**src/inc/hspwm_params.svh**
```systemverilog
// register offsets, field positions, reset values and timing counts of the pwm time base
`ifndef HSPWM_PARAMS_SVH
`define HSPWM_PARAMS_SVH
`define HSPWM_ADDR_W 5
`define HSPWM_OFS_PRESCALE 5'h00
`define HSPWM_OFS_PERIOD 5'h01
`define HSPWM_OFS_SEVT 5'h02
`define HSPWM_OFS_MDUTY 5'h03
`define HSPWM_OFS_CTRL 5'h04
`define HSPWM_OFS_STATUS 5'h05
`define HSPWM_OFS_IRQ_STAT 5'h06
`define HSPWM_OFS_IRQ_MASK 5'h07
`define HSPWM_OFS_COUNTER 5'h08
`define HSPWM_OFS_DEAD_RISE 5'h09
`define HSPWM_OFS_DEAD_FALL 5'h0A
`define HSPWM_OFS_CHOP_DIV 5'h0B
`define HSPWM_OFS_TRIG_BASE 5'h10
`define HSPWM_OFS_STRIG_BASE 5'h14
`define HSPWM_OFS_PDUTY_BASE 5'h18
`define HSPWM_PRESCALE_W 3
`define HSPWM_PRESCALE_RESERVED 3'h7
`define HSPWM_RST_PRESCALE 3'h0
`define HSPWM_RST_PERIOD 16'hFFF8
`define HSPWM_RST_ZERO16 16'h0000
`define HSPWM_CMP_LOW_MASK 16'hFFF8
`define HSPWM_DUTY_MIN 16'h0009
`define HSPWM_DUTY_TOP_MARGIN 16'h0008
`define HSPWM_CTRL_ON_BIT 0
`define HSPWM_CTRL_CHOP_BIT 1
`define HSPWM_CTRL_GEN_EN_LSB 4
`define HSPWM_CTRL_SWAP_LSB 8
`define HSPWM_CTRL_MDUTY_SEL_LSB 12
`define HSPWM_IRQ_SEVT_BIT 0
`define HSPWM_IRQ_TRIG_LSB 1
`define HSPWM_IRQ_STRIG_LSB 4
`define HSPWM_IRQ_FAULT_BIT 7
`define HSPWM_IRQ_W 8
`endif

```
**src/inc/hspwm_pkg.sv**
```systemverilog
// types shared by the pwm time base
package hspwm_pkg;
    typedef struct packed {
        logic [4:0] addr;
        logic [15:0] wdata;
        logic wr;
        logic rd;
    } hspwm_bus_req_t;
    typedef struct packed {
        logic high;
        logic low;
    } hspwm_pair_t;
    typedef enum logic [0:0] {HSPWM_DT_IDLE, HSPWM_DT_WAIT} hspwm_dt_state_t;
endpackage : hspwm_pkg

```
**src/rtl/hspwm_timebase.sv**
```systemverilog
// high-speed pwm master time base, compares, three generators and output stage
// Operation
// - prescaler divides by 1..64, code 7 reserved
// - special event compare bits 15..3, low zero
// - duty pulse clamped between 0x0009 and period-8
// - resolution coarsens near 0% or 100%
// - primary trigger compare fires adc trigger
// - secondary trigger compare fires second trigger
// - three generators, six outputs in pairs
// - chopping ANDs outputs with fast clock
// - timing resolution is one counter step away from 0% and 100%
// - each output has own fault and limit
// - pair pins may be swapped
// - separate rising and falling dead time
// - period and duty change on the fly
// - each generator can be disabled
//
// Implementation choices: strobed register access and the address map.
`include "hspwm_params.svh"
`timescale 1ns/1ps
`default_nettype none
module hspwm_timebase #(
    parameter int NGEN = 3,
    parameter int DT_W = 14
) (
    input wire logic CLK_SYS,
    input wire logic RESET_N,
    input wire hspwm_pkg::hspwm_bus_req_t BUS_REQ,
    output logic [15:0] BUS_RDATA,
    input wire logic [2*NGEN-1:0] FAULT_IN,
    input wire logic [2*NGEN-1:0] CURRENT_LIMIT_IN,
    output hspwm_pkg::hspwm_pair_t [NGEN-1:0] PWM_OUT,
    output logic [NGEN-1:0] ADC_TRIGGER,
    output logic [NGEN-1:0] ADC_TRIGGER2,
    output logic SPECIAL_EVENT_TRIGGER,
    output logic IRQ
);
    logic [2:0] input_clock_prescale_select;
    logic [15:0] master_period_value;
    logic [15:0] special_event_compare;
    logic [15:0] master_duty;
    logic [15:0] ctrl;
    logic [15:0] dead_rise;
    logic [15:0] dead_fall;
    logic [15:0] chop_div;
    logic [15:0] primary_trigger_compare [NGEN];
    logic [15:0] secondary_trigger_compare [NGEN];
    logic [15:0] gen_duty [NGEN];
    logic [`HSPWM_IRQ_W-1:0] irq_stat;
    logic [`HSPWM_IRQ_W-1:0] irq_mask;
    logic [`HSPWM_IRQ_W-1:0] irq_set;
    logic [15:0] master_timebase_counter;
    logic [5:0] pre_cnt;
    logic tick;
    logic master_timebase_on;
    logic chop_on;
    logic [15:0] chop_cnt;
    logic chop_clk;
    logic [15:0] period_live;
    logic [15:0] duty_live [NGEN];
    logic [15:0] rdata;
    logic [15:0] wval;

    assign master_timebase_on = ctrl[`HSPWM_CTRL_ON_BIT];
    assign chop_on = ctrl[`HSPWM_CTRL_CHOP_BIT];
    assign wval = BUS_REQ.wdata & `HSPWM_CMP_LOW_MASK;

    // register writes; compares drop their three low bits
    always_ff @(posedge CLK_SYS or negedge RESET_N) begin
        if (!RESET_N) begin
            input_clock_prescale_select <= `HSPWM_RST_PRESCALE;
            master_period_value <= `HSPWM_RST_PERIOD;
            special_event_compare <= `HSPWM_RST_ZERO16;
            master_duty <= `HSPWM_RST_ZERO16;
            ctrl <= `HSPWM_RST_ZERO16;
            dead_rise <= `HSPWM_RST_ZERO16;
            dead_fall <= `HSPWM_RST_ZERO16;
            chop_div <= `HSPWM_RST_ZERO16;
            irq_mask <= '0;
            for (int i = 0; i < NGEN; i++) begin
                primary_trigger_compare[i] <= `HSPWM_RST_ZERO16;
                secondary_trigger_compare[i] <= `HSPWM_RST_ZERO16;
                gen_duty[i] <= `HSPWM_RST_ZERO16;
            end
        end else if (BUS_REQ.wr) begin
            case (BUS_REQ.addr)
                `HSPWM_OFS_PRESCALE: input_clock_prescale_select <= BUS_REQ.wdata[2:0];
                `HSPWM_OFS_PERIOD: master_period_value <= BUS_REQ.wdata;
                `HSPWM_OFS_SEVT: special_event_compare <= BUS_REQ.wdata & `HSPWM_CMP_LOW_MASK;
                `HSPWM_OFS_MDUTY: master_duty <= BUS_REQ.wdata;
                `HSPWM_OFS_CTRL: ctrl <= BUS_REQ.wdata;
                `HSPWM_OFS_IRQ_MASK: irq_mask <= BUS_REQ.wdata[`HSPWM_IRQ_W-1:0];
                `HSPWM_OFS_DEAD_RISE: dead_rise <= BUS_REQ.wdata;
                `HSPWM_OFS_DEAD_FALL: dead_fall <= BUS_REQ.wdata;
                `HSPWM_OFS_CHOP_DIV: chop_div <= BUS_REQ.wdata;
                default: begin
                end
            endcase
            // compare banks take the value with its low bits dropped
            for (int i = 0; i < NGEN; i++) begin
                if (BUS_REQ.addr == (`HSPWM_OFS_TRIG_BASE + 5'(i))) begin
                    primary_trigger_compare[i] <= wval;
                end
                if (BUS_REQ.addr == (`HSPWM_OFS_STRIG_BASE + 5'(i))) begin
                    secondary_trigger_compare[i] <= wval;
                end
                if (BUS_REQ.addr == (`HSPWM_OFS_PDUTY_BASE + 5'(i))) begin
                    gen_duty[i] <= BUS_REQ.wdata;
                end
            end
        end
    end

    // prescaler: divide by 2**code, reserved code stalls the base
    always_ff @(posedge CLK_SYS or negedge RESET_N) begin
        if (!RESET_N) begin
            pre_cnt <= '0;
        end else if (!master_timebase_on) begin
            // held at zero while off so the first tick comes at once
            pre_cnt <= '0;
        end else begin
            pre_cnt <= pre_cnt + 6'h01;
        end
    end

    always_comb begin
        tick = 1'b0;
        if (master_timebase_on && input_clock_prescale_select != `HSPWM_PRESCALE_RESERVED) begin
            tick = ((pre_cnt & 6'((7'h01 << input_clock_prescale_select) - 7'h01)) == 6'h00);
        end
    end

    // master counter wraps after period; period and duty reload at wrap
    always_ff @(posedge CLK_SYS or negedge RESET_N) begin
        if (!RESET_N) begin
            master_timebase_counter <= '0;
            period_live <= `HSPWM_RST_PERIOD;
            for (int i = 0; i < NGEN; i++) begin
                duty_live[i] <= `HSPWM_RST_ZERO16;
            end
        end else if (!master_timebase_on) begin
            // while off the live copies follow the registers
            master_timebase_counter <= '0;
            period_live <= master_period_value;
            for (int i = 0; i < NGEN; i++) begin
                duty_live[i] <= ctrl[`HSPWM_CTRL_MDUTY_SEL_LSB+i] ? master_duty : gen_duty[i];
            end
        end else if (tick) begin
            if (master_timebase_counter >= period_live) begin
                master_timebase_counter <= '0;
                period_live <= master_period_value;
                for (int i = 0; i < NGEN; i++) begin
                    duty_live[i] <= ctrl[`HSPWM_CTRL_MDUTY_SEL_LSB+i] ? master_duty : gen_duty[i];
                end
            end else begin
                master_timebase_counter <= master_timebase_counter + 16'h0001;
            end
        end
    end

    // compare matches, each qualified by the prescaled tick
    logic sevt_hit;
    logic [NGEN-1:0] trig_hit;
    logic [NGEN-1:0] trig2_hit;
    always_comb begin
        sevt_hit = tick && master_timebase_counter == special_event_compare;
        for (int i = 0; i < NGEN; i++) begin
            trig_hit[i] = tick && ctrl[`HSPWM_CTRL_GEN_EN_LSB+i]
                && master_timebase_counter == primary_trigger_compare[i];
            trig2_hit[i] = tick && ctrl[`HSPWM_CTRL_GEN_EN_LSB+i]
                && master_timebase_counter == secondary_trigger_compare[i];
        end
    end

    // event pulses, one system cycle each
    always_ff @(posedge CLK_SYS or negedge RESET_N) begin
        if (!RESET_N) begin
            SPECIAL_EVENT_TRIGGER <= 1'b0;
            ADC_TRIGGER <= '0;
            ADC_TRIGGER2 <= '0;
        end else begin
            SPECIAL_EVENT_TRIGGER <= sevt_hit;
            ADC_TRIGGER <= trig_hit;
            ADC_TRIGGER2 <= trig2_hit;
        end
    end

    // chopping carrier from a divider of the system clock
    always_ff @(posedge CLK_SYS or negedge RESET_N) begin
        if (!RESET_N) begin
            chop_cnt <= '0;
            chop_clk <= 1'b0;
        end else if (!chop_on) begin
            // carrier parked low while chopping is off
            chop_cnt <= '0;
            chop_clk <= 1'b0;
        end else if (chop_cnt >= chop_div) begin
            chop_cnt <= '0;
            chop_clk <= ~chop_clk;
        end else begin
            chop_cnt <= chop_cnt + 16'h0001;
        end
    end

    // per-generator modulator, dead time and output stage
    logic [NGEN-1:0] raw_pwm;
    logic [NGEN-1:0] gen_en;
    logic [NGEN-1:0] hi_on;
    logic [NGEN-1:0] lo_on;
    logic [NGEN-1:0] prev_raw;
    logic [DT_W-1:0] dt_cnt [NGEN];
    hspwm_pkg::hspwm_dt_state_t dt_state [NGEN];
    logic [15:0] duty_clamp [NGEN];
    logic [15:0] duty_top;
    logic any_fault;

    assign gen_en = ctrl[`HSPWM_CTRL_GEN_EN_LSB +: NGEN];
    assign duty_top = period_live - `HSPWM_DUTY_TOP_MARGIN;

    // clamp keeps pulse inside the edges the pipeline can place
    always_comb begin
        for (int i = 0; i < NGEN; i++) begin
            duty_clamp[i] = duty_live[i];
            if (duty_live[i] < `HSPWM_DUTY_MIN) begin
                duty_clamp[i] = `HSPWM_DUTY_MIN;
            end else if (duty_live[i] > duty_top) begin
                duty_clamp[i] = duty_top;
            end
            // near the ends the edge lands on a coarser step
            if (duty_clamp[i] < 16'h0010 || duty_clamp[i] > duty_top - 16'h0008) begin
                duty_clamp[i] = duty_clamp[i] | 16'h0003;
            end
            raw_pwm[i] = gen_en[i] && master_timebase_on && master_timebase_counter < duty_clamp[i];
        end
    end

    always_ff @(posedge CLK_SYS or negedge RESET_N) begin
        if (!RESET_N) begin
            prev_raw <= '0;
            hi_on <= '0;
            lo_on <= '0;
            for (int i = 0; i < NGEN; i++) begin
                dt_cnt[i] <= '0;
                dt_state[i] <= hspwm_pkg::HSPWM_DT_IDLE;
            end
        end else begin
            prev_raw <= raw_pwm;
            for (int i = 0; i < NGEN; i++) begin
                if (!gen_en[i]) begin
                    // disabled generator holds both switches off and its dead time idle
                    hi_on[i] <= 1'b0;
                    lo_on[i] <= 1'b0;
                    dt_state[i] <= hspwm_pkg::HSPWM_DT_IDLE;
                    dt_cnt[i] <= '0;
                end else begin
                    case (dt_state[i])
                        hspwm_pkg::HSPWM_DT_IDLE: begin
                            if (raw_pwm[i] != prev_raw[i]) begin
                                hi_on[i] <= 1'b0;
                                lo_on[i] <= 1'b0;
                                dt_cnt[i] <= raw_pwm[i] ? dead_rise[DT_W-1:0] : dead_fall[DT_W-1:0];
                                dt_state[i] <= hspwm_pkg::HSPWM_DT_WAIT;
                            end else begin
                                hi_on[i] <= raw_pwm[i];
                                lo_on[i] <= ~raw_pwm[i];
                            end
                        end
                        hspwm_pkg::HSPWM_DT_WAIT: begin
                            // a new edge during the wait restarts the count
                            if (raw_pwm[i] != prev_raw[i]) begin
                                dt_cnt[i] <= raw_pwm[i] ? dead_rise[DT_W-1:0] : dead_fall[DT_W-1:0];
                            end else if (dt_cnt[i] == '0) begin
                                hi_on[i] <= raw_pwm[i];
                                lo_on[i] <= ~raw_pwm[i];
                                dt_state[i] <= hspwm_pkg::HSPWM_DT_IDLE;
                            end else begin
                                dt_cnt[i] <= dt_cnt[i] - 1'b1;
                            end
                        end
                        default: dt_state[i] <= hspwm_pkg::HSPWM_DT_IDLE;
                    endcase
                end
            end
        end
    end

    // swap, per-pin fault and limit, then chopping
    logic [NGEN-1:0] next_high;
    logic [NGEN-1:0] next_low;
    always_comb begin
        for (int i = 0; i < NGEN; i++) begin
            next_high[i] = ctrl[`HSPWM_CTRL_SWAP_LSB+i] ? lo_on[i] : hi_on[i];
            next_low[i] = ctrl[`HSPWM_CTRL_SWAP_LSB+i] ? hi_on[i] : lo_on[i];
            next_high[i] = next_high[i] && !FAULT_IN[2*i] && !CURRENT_LIMIT_IN[2*i];
            next_low[i] = next_low[i] && !FAULT_IN[2*i+1] && !CURRENT_LIMIT_IN[2*i+1];
            if (chop_on) begin
                next_high[i] = next_high[i] && chop_clk;
                next_low[i] = next_low[i] && chop_clk;
            end
        end
    end

    always_ff @(posedge CLK_SYS or negedge RESET_N) begin
        if (!RESET_N) begin
            PWM_OUT <= '0;
        end else begin
            for (int i = 0; i < NGEN; i++) begin
                PWM_OUT[i].high <= next_high[i];
                PWM_OUT[i].low <= next_low[i];
            end
        end
    end

    // sticky interrupt status, set wins over write-one-to-clear
    assign any_fault = |(FAULT_IN | CURRENT_LIMIT_IN);
    always_comb begin
        irq_set = '0;
        irq_set[`HSPWM_IRQ_SEVT_BIT] = SPECIAL_EVENT_TRIGGER;
        irq_set[`HSPWM_IRQ_TRIG_LSB +: NGEN] = ADC_TRIGGER;
        irq_set[`HSPWM_IRQ_STRIG_LSB +: NGEN] = ADC_TRIGGER2;
        irq_set[`HSPWM_IRQ_FAULT_BIT] = any_fault;
    end

    always_ff @(posedge CLK_SYS or negedge RESET_N) begin
        if (!RESET_N) begin
            irq_stat <= '0;
        end else if (BUS_REQ.wr && BUS_REQ.addr == `HSPWM_OFS_IRQ_STAT) begin
            // an event in the clearing cycle stays set
            irq_stat <= (irq_stat & ~BUS_REQ.wdata[`HSPWM_IRQ_W-1:0]) | irq_set;
        end else begin
            irq_stat <= irq_stat | irq_set;
        end
    end

    assign IRQ = |(irq_stat & irq_mask);

    // read mux, data in the cycle after the strobe
    always_comb begin
        rdata = '0;
        case (BUS_REQ.addr)
            `HSPWM_OFS_PRESCALE: rdata = {13'h0000, input_clock_prescale_select};
            `HSPWM_OFS_PERIOD: rdata = master_period_value;
            `HSPWM_OFS_SEVT: rdata = special_event_compare;
            `HSPWM_OFS_MDUTY: rdata = master_duty;
            `HSPWM_OFS_CTRL: rdata = ctrl;
            `HSPWM_OFS_STATUS: rdata = {7'h00, PWM_OUT, master_timebase_on, tick, 1'b0};
            `HSPWM_OFS_IRQ_STAT: rdata = {8'h00, irq_stat};
            `HSPWM_OFS_IRQ_MASK: rdata = {8'h00, irq_mask};
            `HSPWM_OFS_COUNTER: rdata = master_timebase_counter;
            `HSPWM_OFS_DEAD_RISE: rdata = dead_rise;
            `HSPWM_OFS_DEAD_FALL: rdata = dead_fall;
            `HSPWM_OFS_CHOP_DIV: rdata = chop_div;
            default: begin
                for (int i = 0; i < NGEN; i++) begin
                    if (BUS_REQ.addr == (`HSPWM_OFS_TRIG_BASE + 5'(i))) rdata = primary_trigger_compare[i];
                    if (BUS_REQ.addr == (`HSPWM_OFS_STRIG_BASE + 5'(i))) rdata = secondary_trigger_compare[i];
                    if (BUS_REQ.addr == (`HSPWM_OFS_PDUTY_BASE + 5'(i))) rdata = gen_duty[i];
                end
            end
        endcase
    end

    always_ff @(posedge CLK_SYS or negedge RESET_N) begin
        if (!RESET_N) begin
            BUS_RDATA <= '0;
        end else if (BUS_REQ.rd) begin
            // zero again once the read cycle is over
            BUS_RDATA <= rdata;
        end else begin
            BUS_RDATA <= '0;
        end
    end
endmodule : hspwm_timebase
`default_nettype wire

```
**config.mk**
```make
export PLATFORM = sky130hd
export DESIGN_NAME = hspwm_timebase
export DESIGN_NICKNAME = d
export VERILOG_FILES = /design/src/inc/hspwm_pkg.sv /design/src/rtl/hspwm_timebase.sv
export VERILOG_INCLUDE_DIRS = /design/src /design/src/inc
export SDC_FILE = /design/constraint.sdc
export NUM_CORES = 1
export LEC_CHECK = 0
export ABC_AREA = 1
export ABC_CLOCK_PERIOD_IN_PS = 7300
export BUFFER_PORTS_ARGS = -buffer_cell sky130_fd_sc_hd__buf_2
export CAP_MARGIN = 20
export CORE_MARGIN = 3
export CORE_UTILIZATION = 29
export CTS_CLUSTER_DIAMETER = 40
export DETAILED_ROUTE_END_ITERATION = 6
export GPL_ROUTABILITY_DRIVEN = 1
export HOLD_SLACK_MARGIN = 0.05
export PLACE_DENSITY = 0.41
export SYNTH_ARGS = -nofsm -noshare
export SYNTH_HDL_FRONTEND = slang
export SYNTH_SLANG_ARGS = --single-unit
```
**constraint.sdc**
```tcl
create_clock -name CLK_SYS -period 7.3 [get_ports CLK_SYS]
set_input_delay 0.365 -clock CLK_SYS [delete_from_list [all_inputs] [get_ports CLK_SYS]]
set_output_delay 0.365 -clock CLK_SYS [all_outputs]
set_load 0.005 [all_outputs]
```
; Yosys cells after proc, flatten, opt, wreduce, memory -nomap -nowiden
; Index checks and enable logic that the tools add are counted.
; Widths: inputs -> output; s select.
[classes]
addsub = 9
mul = 0
n_div = 0
magnitude_cmp = 17
eq_ne = 46
shift = 1
muxes = 114
bitwise_logic = 14
n_reduce_logical = 83
[op_table]
columns = operator, n
row1 = $mux 16, 27
row2 = $mux 14, 15
row3 = $pmux 16 s12, 1
row4 = $mux 48, 3
row5 = $eq 16x16->1, 7
row6 = $gt 16x16->1, 6
row7 = $pmux 14 s2, 3
row8 = $mux 1, 51
row9 = $reduce_and 2->1, 25
row10 = $lt 16x16->1, 3
row11 = $lt 16x4->1 const B, 3
row12 = $lt 16x5->1 const B, 3
row13 = $eq 5x5->1 const B, 9
row14 = $logic_not 14->1, 3
row15 = $sub 14x1->14 const B, 3
row16 = $logic_and 1x1->1, 36
row17 = $add 16x1->16 const B, 2
row18 = $ge 16x16->1, 2
row19 = $sub 16x4->16 const B, 2
row20 = $ne 3x3->1 const B, 7
row21 = $eq 5x3->1 const B, 4
row22 = $eq 5x4->1 const B, 4
row23 = $pmux 1 s2, 9
row24 = $and 8x8->8, 2
row25 = other kinds (23), 54
[word_totals]
regBits = 440
latchBits = 0
ram_bits = 0
mem_bits_ro = 0
inputBits = 37
out_inout_bits = 30
elab_cells = 334
mem_count = 0

; Logic depth before layout (Yosys ltp)
; Gate-level depths: netlist (run 1).
[depth]
word_depth = 14
mapped_depth = 51
ltp_nobuf = 47

; Worst setup path after synthesis (run 1)
; No wires, ideal clock.
[synth_path]
path_type = reg2reg
startpoint = register period_live[3]
endpoint = register dt_cnt[30] (netlist name)
setup_time_ps = 66
arrival_time_ps = 6362
required_time_ps = 7234
slack_ps = 872
path_stages_with_launch = 42
path_buffers = 3
period_less_slack_ps = 6428
cell_sequence = dfstp_2 buf_4 inv_4 ha_1 xnor2_1 ha_1 a21oi_1 nor2_1 a211oi_1 o21ai_0 nand4_1 nand3_2 nand2_4 buf_6 nor2_1 nor3_1 inv_1 ha_1 [6 not listed] nand2_1 nand2_1 nor2_1 ha_1 nand2_1 nand2_1 nand2_1 nand2_1 nand2_1 nand2_1 a21boi_0 ha_1 o41ai_1 nand2_1 a21oi_1 clkbuf_1 nand2_1 nand2_1
[synth_between]
elab_chain_cells = 13
word_cells_on_any_way = 20
cone_classes = add/sub: 2 / order compare: 4 / eq/ne: 3 / mux: 8 / reduce/logical: 3
[synth_rtl]
columns = element, line_no
row1 = "start, declared", hspwm_timebase.sv:59  ; logic [15:0] period_live;
row2 = "start signal, assigned", hspwm_timebase.sv:137  ; period_live <= `HSPWM_RST_PERIOD;
row3 = "start signal, assigned", hspwm_timebase.sv:144  ; period_live <= master_period_value;
row4 = "start signal, assigned", hspwm_timebase.sv:151  ; period_live <= master_period_value;
row5 = $sub 16x4->16 (no line) (*), --
row6 = $gt 16x16->1, hspwm_timebase.sv:226  ; end else if (duty_live[i] > duty_top) begin
row7 = $mux 16, hspwm_timebase.sv:226
row8 = $mux 16, hspwm_timebase.sv:224  ; if (duty_live[i] < `HSPWM_DUTY_MIN) begin
row9 = $lt 16x5->1 or $gt 16x16->1 (tied branches), hspwm_timebase.sv:230  ; if (duty_clamp[i] < 16'h0010 || duty_clamp[i] > duty_top - 16'h0008) begin
row10 = $logic_or 1x1->1, hspwm_timebase.sv:230
row11 = $mux 2, hspwm_timebase.sv:230
row12 = $lt 16x16->1 (*), hspwm_timebase.sv:233  ; raw_pwm[i] = gen_en[i] && master_timebase_on && master_timebase_counter < duty_clamp[i];
row13 = $logic_and 1x1->1 (*), hspwm_timebase.sv:233
row14 = net raw_pwm[0], hspwm_timebase.sv:206  ; logic [NGEN-1:0] raw_pwm;
row15 = $mux 14 or $ne 1x1->1 (tied branches), --
row16 = "$mux 14, on equally long branches", "hspwm_timebase.sv:270, hspwm_timebase.sv:258"
row17 = $pmux 14 s2, hspwm_timebase.sv:256  ; case (dt_state[i])
row18 = $mux 14, hspwm_timebase.sv:249  ; if (!gen_en[i]) begin
row19 = "end signal, assigned by index", hspwm_timebase.sv:261  ; dt_cnt[i] <= raw_pwm[i] ? dead_rise[DT_W-1:0] : dead_fall[DT_W-1:0];
row20 = "end signal, assigned by index", hspwm_timebase.sv:271  ; dt_cnt[i] <= raw_pwm[i] ? dead_rise[DT_W-1:0] : dead_fall[DT_W-1:0];
row21 = "end signal, assigned by index", hspwm_timebase.sv:277  ; dt_cnt[i] <= dt_cnt[i] - 1'b1;
row22 = "end, declared", hspwm_timebase.sv:211  ; logic [DT_W-1:0] dt_cnt [NGEN];
; The timed path passes the listed nets; every way through them passes the cells marked *. The select of a mux whose other input is x is not followed.
; A chain may end at the register's enable or synchronous reset.

; Worst setup path in the final report (run 1)
[layout_path]
startpoint = register period_live[3]
endpoint = register dt_cnt[23] (netlist name)
[layout_between]
elab_chain_cells = 13
word_cells_on_any_way = 20
cone_classes = add/sub: 2 / order compare: 4 / eq/ne: 3 / mux: 8 / reduce/logical: 3
[layout_rtl]
columns = element, line_no
row1 = $sub 16x4->16 (no line) (*), --
row2 = $gt 16x16->1, hspwm_timebase.sv:226
row3 = $mux 16, hspwm_timebase.sv:226
row4 = $mux 16, hspwm_timebase.sv:224
row5 = $lt 16x5->1 or $gt 16x16->1 (tied branches), hspwm_timebase.sv:230
row6 = $logic_or 1x1->1, hspwm_timebase.sv:230
row7 = $mux 2, hspwm_timebase.sv:230
row8 = $lt 16x16->1 (*), hspwm_timebase.sv:233
row9 = $logic_and 1x1->1 (*), hspwm_timebase.sv:233
row10 = $mux 14 or $ne 1x1->1 (tied branches), --
row11 = "$mux 14, on equally long branches", "hspwm_timebase.sv:270, hspwm_timebase.sv:258"
row12 = $pmux 14 s2, hspwm_timebase.sv:256
row13 = $mux 14, hspwm_timebase.sv:249
; Every way passes the cells marked *; elsewhere a longest branch is shown, timed or not. The select of a mux whose other input is x is not followed.

==> results of run 1 <==
==> metal layers <==
layer | vias to the layer above | track usage | part of all wire
met2 | 872 | 0.377 | 0.44
met5 | - | 0 | 0
met1 | 12700 | 0.350 | 0.47
met4 | 0 | 0.0863 | 0.036
li1 | 12500 | - | -
met3 | 223 | 0.0308 | 0.051
==> power by group through the flow <==
stage | sequential (µW) | combinational (µW) | clock (µW)
final | 3460 | 6800 | 4610
after global routing | 3500 | 7710 | 4810
after CTS | 3440 | 6650 | 4690
after detailed placement | 3480 | 6590 | 0
after global placement | 3480 | 6620 | 0
after floorplan | 3240 | 4580 | 0
==> logic make-up (layout without fill, tap and decap cells) <==
logic type                 Yosys count  after routing
and+or+nand+nor                   1470           1470
muxes                                2              2
buffers and inverters              624            816
AOI/OAI and AO/OA                  859            859
DFF                                440            440
adders and majority gates          178            178
xor gates and xnor gates            58             58
==> sequential cells by signal, summed over array words and instances (netlist names), 39 cells and up <==
name / cells
gen_duty: 48
primary_trigger_compare: 39
secondary_trigger_compare: 39
dt_cnt: 42
duty_live: 48
==> through the flow <==
step                cell area, µm²  setup slack (ps)  setup TNS, ps  hold WS [ps]  total power, µW
finish                       33400               463              0           149            14900
global placement             29600             -12.0          -12.0           415            10100
detailed placement           29600              -154           -800           408            10100
CTS                          33200              6.06              0          98.5            14800
global route                 33400              9.67              0           128            16000
floorplan                    27700               872              0          69.4             7820
==> cells in the final DEF, fill, tap and decap left out, types with 12 or more instances in the layout <==
master,instances
sky130_fd_sc_hd__dfrtp_1,414
sky130_fd_sc_hd__nor3_1,49
sky130_fd_sc_hd__clkbuf_8,15
sky130_fd_sc_hd__o21ai_1,29
sky130_fd_sc_hd__a211oi_1,18
sky130_fd_sc_hd__ha_1,177
sky130_fd_sc_hd__a221oi_1,41
sky130_fd_sc_hd__nand3_2,16
sky130_fd_sc_hd__dlygate4sd3_1,16
sky130_fd_sc_hd__clkbuf_1,13
sky130_fd_sc_hd__dfstp_2,26
sky130_fd_sc_hd__xor2_1,42
sky130_fd_sc_hd__nor2_1,200
sky130_fd_sc_hd__buf_4,80
sky130_fd_sc_hd__a21oi_1,137
sky130_fd_sc_hd__bufinv_16,17
sky130_fd_sc_hd__buf_2,65
sky130_fd_sc_hd__nand3_1,217
sky130_fd_sc_hd__inv_6,12
sky130_fd_sc_hd__o211ai_1,61
sky130_fd_sc_hd__o21ai_0,413
sky130_fd_sc_hd__clkbuf_16,93
sky130_fd_sc_hd__o221ai_1,14
sky130_fd_sc_hd__nand4_1,40
sky130_fd_sc_hd__nor4_1,25
sky130_fd_sc_hd__nand2_2,16
sky130_fd_sc_hd__o22ai_1,71
sky130_fd_sc_hd__inv_1,456
sky130_fd_sc_hd__xnor2_1,13
sky130_fd_sc_hd__nand2_1,855
==> final timing paths <==
path                                               endpoint  slack (ps)
worst min register to register                     chop_clk         480
worst max register to register                   dt_cnt[23]         460
max in group asynchronous       primary_trigger_compare[39]        5570
worst max-delay path                             dt_cnt[23]         460
worst min-delay path                           BUS_RDATA[5]         150
min in group asynchronous                        dt_cnt[36]         310
==> worst register-to-register path, delay by kind of cell, from the launching register on <==
| kind | cells | cell delay [ps] |
|---|---|---|
| compound gates | 6 | 1170 |
| xor+xnor | 1 | 380 |
| fa+ha+maj | 5 | 1400 |
| buf+inv | 7 | 650 |
| flops | 1 | 380 |
| simple gates | 26 | 2760 |
==> area by class of cell <==
type                            count  area, µm²
Timing Repair Buffer              170       1290
Sequential cell                   440      11000
Clock buffer                      121       2580
Multi-Input combinational cell   2567      14300
Inverter                          474       1790
Tap cell                         1254       1570
Clock inverter                     51        817
Fill cell                       10000      60500
==> what timing repair did <==
action	CTS	global route
hold buffers	16	0
gates resized for setup	2	23
hold endpoints to repair	76	0
pin swaps	0	2
setup endpoints to repair	12	44
buffers inserted	0	4
gates cloned	0	0
==> Flow_metrics.wiki, run 1 <==
{| class="wikitable"
! Metric !! Value
|-
| NetSw || 6530 µW
|-
| GRT Total Usage || 0.244
|-
| Power per cell area || about 450 nW/µm²
|-
| Area share of fa/ha/maj cells after synthesis || 0.0805
|-
| Dominant cell type by area after synthesis || sky130_fd_sc_hd__dfrtp_1
|-
| Number of synthesized register bits || 440
|-
| Sinks on the clock net || 440
|-
| Synthesized-area fraction occupied by ao, oa, aoi and oai cells || 0.181
|-
| Max clock buf depth || 3
|-
| Share of flip-flops with an asynchronous set or reset after synthesis || 1.00
|-
| Post-layout instance count excluding filler cells || 5077
|-
| Peak supply drop || ~0.00019 V
|-
| Hold path start || BUS_REQ[0]
|-
| Launch point of the worst reg-to-reg path || period_live[3]
|-
| Share of layout cells above drive strength 1 || 0.115
|-
| Share of synthesized cell area in and, or, nand and nor gates || 0.231
|-
| Largest stage delay, worst path || 380 ps
|-
| Yosys top cell area share || 0.375
|-
| Dominant combinational cell family by area after synthesis || simple AND/OR/NAND/NOR gates
|-
| Combinational fraction of design power || 0.457
|-
| Maximum capacitance violations || 0
|-
| Peak Freq || 0.146 GHz
|-
| Worst reg-to-reg path cell count || 45
|-
| Critical path data arrival time || between 7000 and 8000 ps
|-
| Shortest period the worst path allows || 6840 ps
|-
| Final antenna-violating net count || 0
|-
| Clock root buffer || sky130_fd_sc_hd__clkbuf_16
|-
| HPWL after DPL || 90.8 mm
|-
| Internal power || 8340 µW
|-
| Type of the worst setup path || reg -> reg
|-
| Initial drt markers || roughly 2400
|-
| Type of the most critical hold path || in -> reg
|-
| Mux share of post-synthesis cell area || 0.000814
|-
| Cell with the most instances after synthesis || sky130_fd_sc_hd__nand2_1
|-
| Boundary pin count || between 60 and 70
|-
| Starting density of the core || 0.295
|-
| Area growth syn-to-layout || 20.7%
|-
| Total of warnings raised by yosys || 0
|-
| DR vias || approximately 26000
|-
| Syn Area/Cell || 7.62 µm²
|-
| Wire length reported by the detailed router || 122 mm
|-
| Part of the power in registers || 0.233
|-
| Relative slew slack || 0.240
|-
| Worst Tran Pin Value || about 1100 ps
|-
| Hold path cells || 3
|-
| Initial antenna violation count || 2
|-
| Clock tree from TritonCTS || yes
|-
| Fraction of the yosys area taken by sequential cells || 0.399
|-
| Worst-path cell with the longest stage delay || sky130_fd_sc_hd__dfstp_2
|-
| TritonCTS buffer count || 93
|-
| Number of global-route vias before repair || about 25000
|-
| WP depth || 45
|-
| Kind of start point of the critical path || flip-flop
|-
| Number of synthesized flops with an enable pin || 0
|-
| Post-detailed-route via-to-cell ratio || 5.18
|-
| Largest net degree at the start of global routing || 156
|-
| Synth Net Count || 3846
|-
| Core Area || 93900 µm²
|-
| Run status || complete, no violations
|-
| Final standard cell utilization of the core || 0.355
|-
| Final net count || 3961
|-
| Post-synthesis instance total || 3631
|-
| Synth top area cells || sky130_fd_sc_hd__dfrtp_1 (37%), sky130_fd_sc_hd__nand2_1 (12%), sky130_fd_sc_hd__ha_1 (8.1%)
|-
| Switching Share || 0.439
|-
| Leakage dissipation || 0.0162 µW
|-
| Sort of element at the end of the critical path || flip-flop
|-
| Clk network pwr share || 0.310
|-
| Overall overflow remaining after global route || 0
|-
| Final hold violations || 0
|-
| CTS clock-pin slew for the worst setup and hold paths || 50 ps
|-
| RSZ-0062 raised after global routing || false
|-
| Tcrit/Tclk final || 0.937
|-
| Largest driver fanout on the critical path || 19
|-
| Horizontal die dimension || 315 µm
|-
| Site row count || 112
|-
| CP bufs+invs || 7
|-
| Area of the mapped netlist || 27700 µm²
|-
| Library cells used by synthesis || 59
|-
| Y dimension of the die || 315 µm
|-
| DR pass1 iterations || 5
|-
| Number of antenna repair diodes || 0
|-
| Top cell by count, worst path || sky130_fd_sc_hd__nand2_1
|-
| Count of buffers from port buffering || 66
|-
| Xor/xnor share of the synthesized area || 0.0184
|-
| Clock insertion delay at the later pin of the skew report || approximately 660 ps
|-
| Launch point of the critical path || period_live[3]
|-
| Total Die Area || 99100 µm²
|-
| First-pass GRT wire length || 178 mm
|-
| Clock tree skew after final layout || between 40 and 50 ps
|-
| Post-DR wirelength/cell || 24.0 µm
|-
| Level count of the clock H-tree || 3
|-
| DRC Markers || 0
|-
| Flip-flop cell with the highest count after synthesis || sky130_fd_sc_hd__dfrtp_1
|-
| Count of endpoints failing setup in the final report || 0
|-
| Most common library cells after synthesis || sky130_fd_sc_hd__nand2_1 (855), sky130_fd_sc_hd__inv_1 (457), sky130_fd_sc_hd__dfrtp_1 (414), sky130_fd_sc_hd__o21ai_0 (413), sky130_fd_sc_hd__nand3_1 (217)
|-
| Required time of the critical path || 7870 ps
|-
| Number of cells after detailed placement || 4882
|-
| Largest delay share family, worst path || simple AND/OR/NAND/NOR gates
|-
| Final GP Congestion || 0.925
|-
| Slew Limit Fails || 0
|}
(Power assumes the default switching activity.)
==> inputs of run 2 (changes only) <==
BUFFER_PORTS_ARGS = unset   (was -buffer_cell sky130_fd_sc_hd__buf_2)
DONT_BUFFER_PORTS = 1   (was unset)
==> run 2 against run 1 <==
Effect of this change:
- the run now ends with negative hold slack, max-slew violations left
- first-iteration DRC count is 1.4% higher
- core utilization is 0.059 points lower
- setup slack hardly changed
- critical path depth is 3 lower
- total power is 1.4% higher
- die area stayed put
- sequential cell count stayed put
- via count is 0.15% lower
- worst hold slack worse by 700 ps
- register-to-register slack hardly changed
- clock power is 3% higher
- highest routed layer unchanged
- combinational power is 1% higher
- critical path type unchanged
==> Flow_metrics.wiki, run 2 (synthesized netlist as in run 1, its figures left out) <==
{| class="wikitable"
! Metric !! Value
|-
| Clock tree skew after final layout || 99.7 ps (+56.5 ps)
|-
| Flop-to-flop setup slack || 460 ps (about the same)
|-
| Shortest period the worst path allows || 6840 ps (+0.0730 ps)
|-
| Top library cells by usage in the layout, fill and taps aside || sky130_fd_sc_hd__nand2_1 (855), sky130_fd_sc_hd__inv_1 (456), sky130_fd_sc_hd__dfrtp_1 (414)
|-
| Relative slew slack || -0.349 (-0.588)
|-
| Top cell by count, worst path || sky130_fd_sc_hd__nand2_1
|-
| Level count of the clock H-tree || 3 (unchanged)
|-
| Type of the most critical hold path || in -> async
|-
| Final GP Congestion || 0.896 (-3.2%)
|-
| Horizontal die dimension || 315 µm (unchanged)
|-
| Post-layout instance count excluding filler cells || 5028 (-0.97%)
|-
| CTS clock-pin slew for the worst setup and hold paths || 50 ps (about the same)
|-
| First-pass GRT wire length || 177 mm (-0.70%)
|-
| Worst-path cell with the longest stage delay || sky130_fd_sc_hd__dfstp_2
|-
| Wire length reported by the detailed router || 121 mm (-0.59%)
|-
| Count of hold buffers inserted by post-cts repair || 17 (+1)
|-
| Count of endpoints failing setup in the final report || 0 (unchanged)
|-
| Worst reg-to-reg path cell count || 42 (-6.7%)
|-
| Violated checks || negative hold slack, max-slew violations
|-
| Max clock buf depth || 3 (unchanged)
|-
| Peak supply drop || 0.000220 V (+15%)
|-
| Type of the worst setup path || reg -> reg
|-
| Largest net degree at the start of global routing || 441 (+180%)
|-
| Core Area || 93900 µm² (unchanged)
|-
| Run status || complete, but fails checks
|-
| Most common cell after layout, fill and taps aside || sky130_fd_sc_hd__nand2_1
|-
| Slew Limit Fails || 186 (+186)
|-
| Layout Cell Area excl Fill || 33300 µm² (-0.16%)
|-
| Final hold violations || 414 (+414)
|-
| Clock root buffer || sky130_fd_sc_hd__clkbuf_16
|-
| Largest stage delay, worst path || 390 ps (about the same)
|-
| Number of cells after detailed placement || 4808 (-1.5%)
|-
| Boundary pin count || 67 (unchanged)
|-
| Area growth syn-to-layout || 20.5%
|-
| Number of global-route vias before repair || 25200 (-1.1%)
|-
| Initial antenna violation count || 4 (+2)
|-
| Number of antenna repair diodes || 0 (unchanged)
|-
| Sinks on the clock net || 440 (unchanged)
|-
| Tcrit/Tclk final || 0.937 (about the same)
|-
| Leakage dissipation || 0.0160 µW (-1.1%)
|-
| Regs by FF count || duty_live (48), gen_duty (48), dt_cnt (42)
|-
| Final net count || 3909 (-1.3%)
|-
| Launch point of the worst reg-to-reg path || period_live[3]
|-
| Clock tree from TritonCTS || yes
|-
| Sort of element at the end of the critical path || flip-flop
|-
| Final antenna-violating net count || 0 (unchanged)
|-
| Reg2reg end || dt_cnt[29]
|-
| Share of layout cells above drive strength 1 || 0.107 (-0.00884)
|-
| Count of buffers from port buffering || 0 (-100%)
|-
| Required time of the critical path || 7880 ps (about the same)
|-
| Maximum capacitance violations || 0 (unchanged)
|-
| Critical path data arrival time || 7420 ps (+20 ps)
|-
| Smallest hold slack || -549 ps (-699 ps)
|-
| Layout fillers || 10000 (-0.030%)
|-
| Starting density of the core || 0.295 (unchanged)
|-
| CP bufs+invs || 6 (-1)
|-
| Worst Tran Pin Value || 2020 ps (+883 ps)
|-
| Total Die Area || 99100 µm² (unchanged)
|-
| DR vias || 26300 (-0.15%)
|-
| Site row count || 112 (unchanged)
|-
| Peak Freq || 0.146 GHz (about the same)
|-
| DR pass1 iterations || 6 (+1)
|-
| Post-DR wirelength/cell || 24.1 µm (+0.38%)
|-
| GRT Total Usage || 0.242 (-0.00251)
|-
| Largest delay share family, worst path || simple AND/OR/NAND/NOR gates
|-
| Kind of start point of the critical path || flip-flop
|-
| Y dimension of the die || 315 µm (unchanged)
|-
| HPWL after DPL || 89.2 mm (-1.8%)
|-
| Clock insertion delay at the later pin of the skew report || 690 ps (+30 ps)
|-
| Post-detailed-route via-to-cell ratio || 5.23 (+0.82%)
|-
| Dpl cell area || 29200 µm² (-1.3%)
|-
| Largest driver fanout on the critical path || 14 (-5)
|-
| Power per cell area || 453 nW/µm² (+1.6%)
|-
| Overall overflow remaining after global route || 0 (unchanged)
|-
| DRC Markers || 0 (unchanged)
|-
| TritonCTS buffer count || 96 (+3.2%)
|-
| Initial drt markers || 2474 (+1.4%)
|}
[run 2: cell count changes in the layout (fill, tap and decap cells not counted), moves of 3 or more]
cell	change
sky130_fd_sc_hd__a21oi_1	-3
sky130_fd_sc_hd__a21oi_2	+4
sky130_fd_sc_hd__buf_2	-65
sky130_fd_sc_hd__buf_4	+9
sky130_fd_sc_hd__clkbuf_1	-4
sky130_fd_sc_hd__clkbuf_16	+3
sky130_fd_sc_hd__clkbuf_8	-7
sky130_fd_sc_hd__clkinv_16	+3
sky130_fd_sc_hd__clkinv_2	+6
sky130_fd_sc_hd__inv_16	+3
sky130_fd_sc_hd__inv_8	+4
[run 2: stage by stage]
step	power, µW	hold WS [ps]	TNS (ps)	utilization	setup slack [ps]
global placement	10100	105	-2910	0.310	-265
detailed placement	10000	110	-1230	0.311	-193
CTS	14900	-607	0	0.351	44.0
floorplan	7820	69.4	0	-	872
finish	15100	-549	0	0.355	463
global route	16300	-587	-229	0.355	-54.8
[run 2: final cells by class]
cell class / instances / area, µm² / area share
clock buffer: 113 / 2550 / 0.0764
clock inverter: 65 / 986 / 0.0296
inverter: 474 / 1790 / 0.0537
multi-input combinational: 2567 / 14300 / 0.431
sequential: 440 / 11000 / 0.331
tap: 1254 / 1570 / 0.0471
timing repair buffer: 115 / 1040 / 0.0312
[run 2: power by group]
part | leakage (µW) | switching [µW] | internal (µW)
clock | 0.00170 | 1630 | 3110
combinational | 0.00863 | 4470 | 2400
sequential | 0.00571 | 543 | 2930
total | 0.0160 | 6650 | 8440
[run 2: how the worst max path moves through the flow]
stage | to | startpoint | slack, ps | cells past startpoint
3_3_place_gp | dt_cnt[0] | period_live[3] | -270 | 40
3_5_place_dp | dt_cnt[29] | period_live[3] | -190 | 41
4_1_cts | dt_cnt[29] | period_live[3] | 40 | 40
5_1_grt | dt_cnt[0] | period_live[4] | -50 | 42
2_1_floorplan | dt_cnt[30] | period_live[3] | 870 | 41
6_report | dt_cnt[29] | period_live[3] | 460 | 42
[run 2: metal layers]
layer | vias to the layer above | routed length [µm] | global-route usage | part of all wire
met4 | 0 | 4210 | 0.0809 | 0.035
met5 | - | 0 | 0 | 0
li1 | 12400 | - | - | -
met3 | 217 | 7250 | 0.0398 | 0.060
met1 | 12700 | 55600 | 0.341 | 0.46
met2 | 944 | 54100 | 0.376 | 0.45
[run 2: what timing repair did]
| item | 4_1_cts | 5_1_grt |
|---|---|---|
| buffers inserted | 0 | 23 |
| endpoints found under the hold margin | 461 | 440 |
| gates cloned | 0 | 0 |
| gates resized for setup | 4 | 33 |
| pin swaps | 0 | 8 |
| endpoints found under the setup margin | 14 | 45 |
